--- src/rtl/psc_pkg.sv ---
// Package of constants and types for the power saving controller.
// Assumes a single core clock domain and a byte-wide register port.
package psc_pkg;
  // ----------------------------------------------------------------
  // Register map
  // ----------------------------------------------------------------
  localparam logic [7:0] PSC_ADDR_CONTROL = 8'hdf;
  localparam logic [7:0] PSC_ADDR_STATUS = 8'he8;
  localparam logic [7:0] PSC_CONTROL_RESET = 8'h03;
  localparam int PSC_ENTER_BIT = 7;
  localparam int PSC_STATUS_SAVING_BIT = 1;
  localparam logic [1:0] PSC_MODE_NONE = 2'h0;
  localparam logic [1:0] PSC_MODE_STANDBY = 2'h1;
  localparam logic [1:0] PSC_MODE_SUSPEND = 2'h2;
  localparam logic [1:0] PSC_MODE_SLEEP = 2'h3;
  // ----------------------------------------------------------------
  // Timing
  // ----------------------------------------------------------------
  localparam int PSC_CLK_PERIOD_NS = 100;
  localparam int PSC_RESUME_NS = 400;
  localparam int PSC_RESUME_CYCLES = (PSC_RESUME_NS + PSC_CLK_PERIOD_NS - 1) / PSC_CLK_PERIOD_NS;
  localparam logic [3:0] PSC_RESUME_COUNT = 4'(PSC_RESUME_CYCLES);
  // ----------------------------------------------------------------
  // Types
  // ----------------------------------------------------------------
  typedef enum logic [1:0] {
    PSC_NORMAL,
    PSC_SAVING,
    PSC_RESUMING
  } psc_state_e;
  typedef struct packed {
    logic core_clock_en;
    logic pixel_clock_en;
    logic memory_clock_en;
    logic memory_from_osc;
    logic memory_pll_en;
    logic core_pll_en;
  } psc_clk_s;
endpackage

--- src/rtl/psc_clk_if.sv ---
// Interface carrying the clock gate controls from the decoder.
// Assumes both ends sit in the core clock domain.
`timescale 1ns/1ns
`default_nettype none
interface psc_clk_if;
  import psc_pkg::*;
  logic [1:0] mode;
  logic saving;
  psc_clk_s gates;
  modport dec (input mode, input saving, output gates);
  modport top (output mode, output saving, input gates);
endinterface
`default_nettype wire

--- src/rtl/psc_clk_decode.sv ---
// Decodes the power saving mode into clock and PLL enables.
// Assumes the caller registers the result.
`timescale 1ns/1ns
`default_nettype none
module psc_clk_decode (
  psc_clk_if.dec cif
);
  import psc_pkg::*;
  always_comb begin
    cif.gates = '{default: 1'b1};
    cif.gates.memory_from_osc = 1'b0;
    if (cif.saving) begin
      case (cif.mode)
        PSC_MODE_STANDBY: begin
          cif.gates.core_clock_en = 1'b0; // [RULE8]
          cif.gates.pixel_clock_en = 1'b0; // [RULE8]
        end
        PSC_MODE_SUSPEND: begin
          cif.gates.core_clock_en = 1'b0; // [RULE9]
          cif.gates.pixel_clock_en = 1'b0; // [RULE9]
          cif.gates.memory_from_osc = 1'b1; // [RULE9]
          cif.gates.memory_pll_en = 1'b0; // [RULE9]
          cif.gates.core_pll_en = 1'b0;
        end
        PSC_MODE_SLEEP: begin
          cif.gates = '{default: 1'b0}; // [RULE10]
        end
        default: begin
          cif.gates = '{default: 1'b1}; // [RULE11]
          cif.gates.memory_from_osc = 1'b0;
        end
      endcase
    end
  end
endmodule
`default_nettype wire

--- src/rtl/psc_top.sv ---
// Power saving controller: control register, wake logic, clock gating.
// Assumes a host register port synchronous to core_clk_i; wake inputs synchronous.
//
// Strobed register access was left to the implementer.
`timescale 1ns/1ns
`default_nettype none
// How it works
// RULE1 - Writing one to control bit 7 enters the saving state chosen by the mode field.
// RULE2 - A zero in bit 7 means normal running or a request to return to it.
// RULE3 - An external interrupt, a key scan wake or a software wake ends the saving state.
// RULE4 - Writing zero to bit 7 while saving is the software wake request.
// RULE5 - Bit 7 keeps reading one after a wake request until the chip has resumed.
// RULE6 - The host writes no other register until it sees normal running again.
// RULE7 - Status bit 1 shows saving activity and the host may poll it or bit 7.
// RULE8 - Standby stops the core and pixel clocks and keeps memory on its PLL.
// RULE9 - Suspend stops core and pixel clocks and runs memory from the oscillator.
// RULE10 - Sleep stops every clock and every PLL.
// RULE11 - Mode zero requested for entry leaves the device running normally.
module psc_top (
  input wire logic core_clk_i,
  input wire logic reset_i,
  input wire logic [7:0] reg_addr_i,
  input wire logic [7:0] reg_wdata_i,
  input wire logic reg_write_i,
  input wire logic reg_read_i,
  output logic [7:0] reg_rdata_o,
  input wire logic ext_irq_wake_i,
  input wire logic key_scan_wake_i,
  output logic core_clock_en_o,
  output logic pixel_clock_en_o,
  output logic memory_clock_en_o,
  output logic memory_from_osc_o,
  output logic memory_pll_en_o,
  output logic core_pll_en_o,
  output logic saving_o
);
  import psc_pkg::*;

  // ----------------------------------------------------------------
  // State
  // ----------------------------------------------------------------
  typedef struct packed {
    psc_state_e state;
    logic enter;
    logic [1:0] mode;
    logic [3:0] resume_cnt;
    logic [7:0] rdata;
    psc_clk_s gates;
    logic saving;
  } psc_regs_s;

  localparam psc_regs_s PSC_REGS_RESET = '{
    state: PSC_NORMAL,
    enter: PSC_CONTROL_RESET[PSC_ENTER_BIT],
    mode: PSC_CONTROL_RESET[1:0],
    resume_cnt: '0,
    rdata: '0,
    gates: '{default: 1'b1, memory_from_osc: 1'b0},
    saving: 1'b0
  };

  psc_regs_s r;
  psc_regs_s next_r;
  psc_clk_if cif ();

  function automatic logic hit(input logic [7:0] addr, input logic [7:0] target);
    hit = (addr == target);
  endfunction

  psc_clk_decode u_decode (
    .cif(cif)
  );

  assign cif.mode = r.mode;
  assign cif.saving = (r.state == PSC_SAVING);

  // ----------------------------------------------------------------
  // Next state
  // ----------------------------------------------------------------
  always_comb begin
    next_r = r;
    next_r.rdata = '0;
    if (reg_read_i) begin
      if (hit(reg_addr_i, PSC_ADDR_CONTROL)) begin
        next_r.rdata = {r.enter, 5'h00, r.mode}; // [RULE5]
      end else if (hit(reg_addr_i, PSC_ADDR_STATUS)) begin
        next_r.rdata[PSC_STATUS_SAVING_BIT] = (r.state != PSC_NORMAL); // [RULE7]
      end
    end
    case (r.state)
      PSC_NORMAL: begin
        if (reg_write_i && hit(reg_addr_i, PSC_ADDR_CONTROL)) begin
          next_r.mode = reg_wdata_i[1:0];
          if (reg_wdata_i[PSC_ENTER_BIT] && reg_wdata_i[1:0] != PSC_MODE_NONE) begin
            next_r.enter = 1'b1; // [RULE1]
            next_r.state = PSC_SAVING;
          end else begin
            next_r.enter = 1'b0; // [RULE2] [RULE11]
          end
        end
      end
      PSC_SAVING: begin
        // Mode is frozen while saving so the gates cannot glitch between modes.
        if (ext_irq_wake_i || key_scan_wake_i ||
            (reg_write_i && hit(reg_addr_i, PSC_ADDR_CONTROL) &&
             !reg_wdata_i[PSC_ENTER_BIT])) begin // [RULE3] [RULE4]
          next_r.state = PSC_RESUMING;
          next_r.resume_cnt = PSC_RESUME_COUNT;
        end
      end
      PSC_RESUMING: begin
        // The host is expected to stay off the bus here, so writes are ignored. [RULE6]
        if (r.resume_cnt <= 4'h1) begin
          next_r.state = PSC_NORMAL;
          next_r.enter = 1'b0; // [RULE5]
          next_r.resume_cnt = '0;
        end else begin
          next_r.resume_cnt = r.resume_cnt - 4'h1;
        end
      end
      default: begin
        next_r.state = PSC_NORMAL;
      end
    endcase
    next_r.gates = cif.gates;
    next_r.saving = (next_r.state != PSC_NORMAL); // [RULE7]
  end

  always_ff @(posedge core_clk_i or posedge reset_i) begin
    if (reset_i) begin
      r <= PSC_REGS_RESET;
    end else begin
      r <= next_r;
    end
  end

  // ----------------------------------------------------------------
  // Outputs
  // ----------------------------------------------------------------
  assign reg_rdata_o = r.rdata;
  assign core_clock_en_o = r.gates.core_clock_en;
  assign pixel_clock_en_o = r.gates.pixel_clock_en;
  assign memory_clock_en_o = r.gates.memory_clock_en;
  assign memory_from_osc_o = r.gates.memory_from_osc;
  assign memory_pll_en_o = r.gates.memory_pll_en;
  assign core_pll_en_o = r.gates.core_pll_en;
  assign saving_o = r.saving;
endmodule
`default_nettype wire

--- config.mk ---
export PLATFORM = sky130hd
export DESIGN_NAME = psc_top
export DESIGN_NICKNAME = d
export VERILOG_FILES = /design/src/rtl/psc_pkg.sv /design/src/rtl/psc_clk_if.sv /design/src/rtl/psc_clk_decode.sv /design/src/rtl/psc_top.sv
export SDC_FILE = /design/constraint.sdc
export NUM_CORES = 1
export LEC_CHECK = 0
export BUFFER_PORTS_ARGS = -buffer_cell sky130_fd_sc_hd__clkbuf_2
export CORE_MARGIN = 1
export CORE_UTILIZATION = 40
export CTS_CLUSTER_SIZE = 24
export DETAILED_ROUTE_END_ITERATION = 10
export GPL_ROUTABILITY_DRIVEN = 0
export GPL_TIMING_DRIVEN = 0
export PLACE_DENSITY = 0.74
export SLEW_MARGIN = 20
export SYNTH_ARGS = -nofsm -noshare
export SYNTH_HDL_FRONTEND = slang
export SYNTH_SLANG_ARGS = --single-unit
--- constraint.sdc ---
create_clock -name core_clk_i -period 2.5 [get_ports core_clk_i]
set_clock_uncertainty 0.05 [all_clocks]
set_input_delay 0.125 -clock core_clk_i [delete_from_list [all_inputs] [get_ports core_clk_i]]
set_output_delay 0.125 -clock core_clk_i [all_outputs]
set_load 0.01 [all_outputs]
==> run summary <==
DR pass1 iterations - 4
Ranking of synthesized cells by area - dfrtp_1 33%, dfstp_2 15%, buf_4 8.4%
Setup Viol. Count Final - 0
Number of synthesized flops with an enable pin - 0
Cells after Synth - 90
Total wire length - 1520 um
Setup repair after global routing missed its margin - no
Aggregate global routing overflow - 0
Worst-skew pair later-pin latency - 0.27 ns
Internal power - 362 uW
Worst min path class - in -> reg
Final setup TNS - 0 ns
Design area - 1110 um2
Final nets - 150
Status - completed
Peak supply drop - 256 uV
TritonCTS Buffers - 3
Post-synth top area share - 33.5%
Worst Max-Slew Pin Slew - 0.613 ns
Required time worst endpoint - 2.62 ns
Yosys warnings - 0
Post-route total power - 468 uW
Die H - 49.4 um
Largest net degree at the start of global routing - 18
Top cell type by total area after synthesis - dfrtp_1
Clock Power Share - 29.8%
Share of layout cells above drive strength 1 - 40.8%
Area Overhead vs Synth - 24.1%
Initial antenna violation count - 0
Die area - 2440 um2
Routed Antenna Nets - 0
Asr flop ratio synth - 100%
DRC viols - 0
Fin. Hold Viols - 0
CP max stage delay - 0.45 ns
Critical Path AT - 1.78 ns
Die X - 49.4 um
CTS resizes - 0
Routed wire per std cell - 10.0 um
Reg clk slew, reported paths - 0.10 ns
Initial Util - 43.9%
Comb pwr share - 9.6%
Nature of the critical path endpoint - register
Max cap viols - 0
PD cells - 420 nW/um2
Lkg Pwr - 0.568 nW
Root Buffer Master - clkbuf_4
WS Path Type - reg -> reg
Peak Freq - 0.600 GHz
Post-synthesis register bit count - 17
Fin crit share - 66.6%
CTS H-tree lvls - 1
Final min period - 1.67 ns
DR vias - 709
Placed wire-length estimate - 1230 um
Post-CTS setup buffers - 0
Clock Path Buffers - 2
Worst path slowest cell - dfrtp_1
DR iter-0 viols - 11
Rows - 16
CP startpoint kind - register
Vias in the first global route - 624
Io pins - 37
Max-slew violation count - 0
Sw frac - 22.6%
Ant diodes - 0
First-pass GRT wire length - 2580 um
Post-synth top cells - 12 x dfrtp_1, 10 x buf_4, 7 x nor2_1, 7 x o21ai_0
# hold bufs at CTS - 1
Buffers on Ports - 26
Net Switching - 106 uW
Global Route Usage Sum - 13.6%
Post-synth cell types - 34
Placement Cell Area - 1080 um2
Relative slew slack - 59.1%
Clock Sinks - 17
Vias per cell - 4.66
Area of the core - 2040 um2
Primary FF master, synth - dfrtp_1
Worst path cell trace - inv_1 > ha_1 > nor2_1 > nor3_1 > nor4b_1 > a311o_1
CP max FO - 6
Syn avg cell area - 9.97 um2
Seq pwr share - 60.6%
CTS tree - done
Mapped Area - 897 um2
Most frequent cell after synthesis - dfrtp_1
Seq/Total Area, Yosys - 48.1%
state kept, by name, summed over array words and instances, names as in the netlist:
signal and cells:
cif.mode 2, core_clock_en_o 1, core_pll_en_o 1, memory_clock_en_o 1, memory_from_osc_o 1, r 7
reg_rdata_o 3, saving_o 1
cells in the final DEF, fill, tap and decap left out, drive strengths merged, types with 2 or more instances in the layout:
cell type,Yosys,final
ha,2,2
nor2,7,7
clkbuf,2,31
conb,1,5
o21ai,7,7
and4,2,2
dfrtp,12,12
mux2,2,2
dfstp,5,5
and2,2,2
a21oi,2,2
nor2b,2,2
nand2b,2,2
nand3,2,2
buf,10,10
inv,5,5
nor3,2,2
and3,2,2
o31ai,2,2
nand2,5,5
routing by layer:
metal / wire, um / track usage (%)
met1: 706 / 17.6
met2: 737 / 22.8
met3: 58 / 1.87
met4: 20 / 5.39
met5: 0 / 0
power by group through the flow:
stage / Sequential [mW] / Combinational (mW) / Clock (mW)
6_report: 0.283 / 0.0447 / 0.140
4_1_cts: 0.283 / 0.0450 / 0.145
3_5_place_dp: 0.288 / 0.0438 / 0
2_1_floorplan: 0.287 / 0.0263 / 0
3_3_place_gp: 0.288 / 0.0430 / 0
5_1_grt: 0.284 / 0.0502 / 0.156
worst paths after layout:
kind	from	to	slack, ns	depth (start not counted)
max	r[15]	r[18]	0.83	6
min	reg_wdata_i[0]	cif.mode[0]	0.06	2
max reg2reg	r[15]	r[18]	0.83	6
min reg2reg	cif.mode[1]	memory_clock_en_o	0.45	1
max in group asynchronous	reset_i	r[22]	1.61	3
min in group asynchronous	reset_i	r[17]	0.39	3
cells by family (layout without fill, tap and decap cells):
logic type	after synthesis	after routing	synth area share, %
and+or+nand+nor	33	33	21.3
AOI/OAI and AO/OA	18	18	13.5
DFF	17	17	48.1
buffers and inverters	17	48	11.3
adders and majority gates	2	2	2.79
muxes	2	2	2.51
other	1	5	0.418
worst max-delay path: cells and delay by family, from the launching register on:
family	cells	cell delay (ns)
adder cells (fa/ha/maj)	1	0.19
AND/OR/NAND/NOR	3	0.52
flip-flops	1	0.45
buffers and inverters	1	0.08
AO/OA/AOI/OAI	1	0.28
per-stage QoR:
step	instances	hold slack [ns]	util [%]	setup WS, ns
global placement	147	0.167	52.7	0.863
floorplan	94	-0.00258	-	1.01
global route	152	0.0544	54.5	0.726
CTS	152	0.0556	54.5	0.838
finish	152	0.0600	54.5	0.834
detailed placement	147	0.168	52.7	0.850
layout make-up:
| cell class | count | area (um2) |
|---|---|---|
| Sequential cell | 17 | 432 |
| Inverter | 5 | 18.8 |
| Clock inverter | 1 | 5.00 |
| Clock buffer | 3 | 22.5 |
| Tap cell | 27 | 33.8 |
| Timing Repair Buffer | 27 | 140 |
| Buffer | 12 | 82.6 |
| Multi-Input combinational cell | 60 | 379 |
| Fill cell | 189 | 928 |
(Power assumes the default switching activity.)
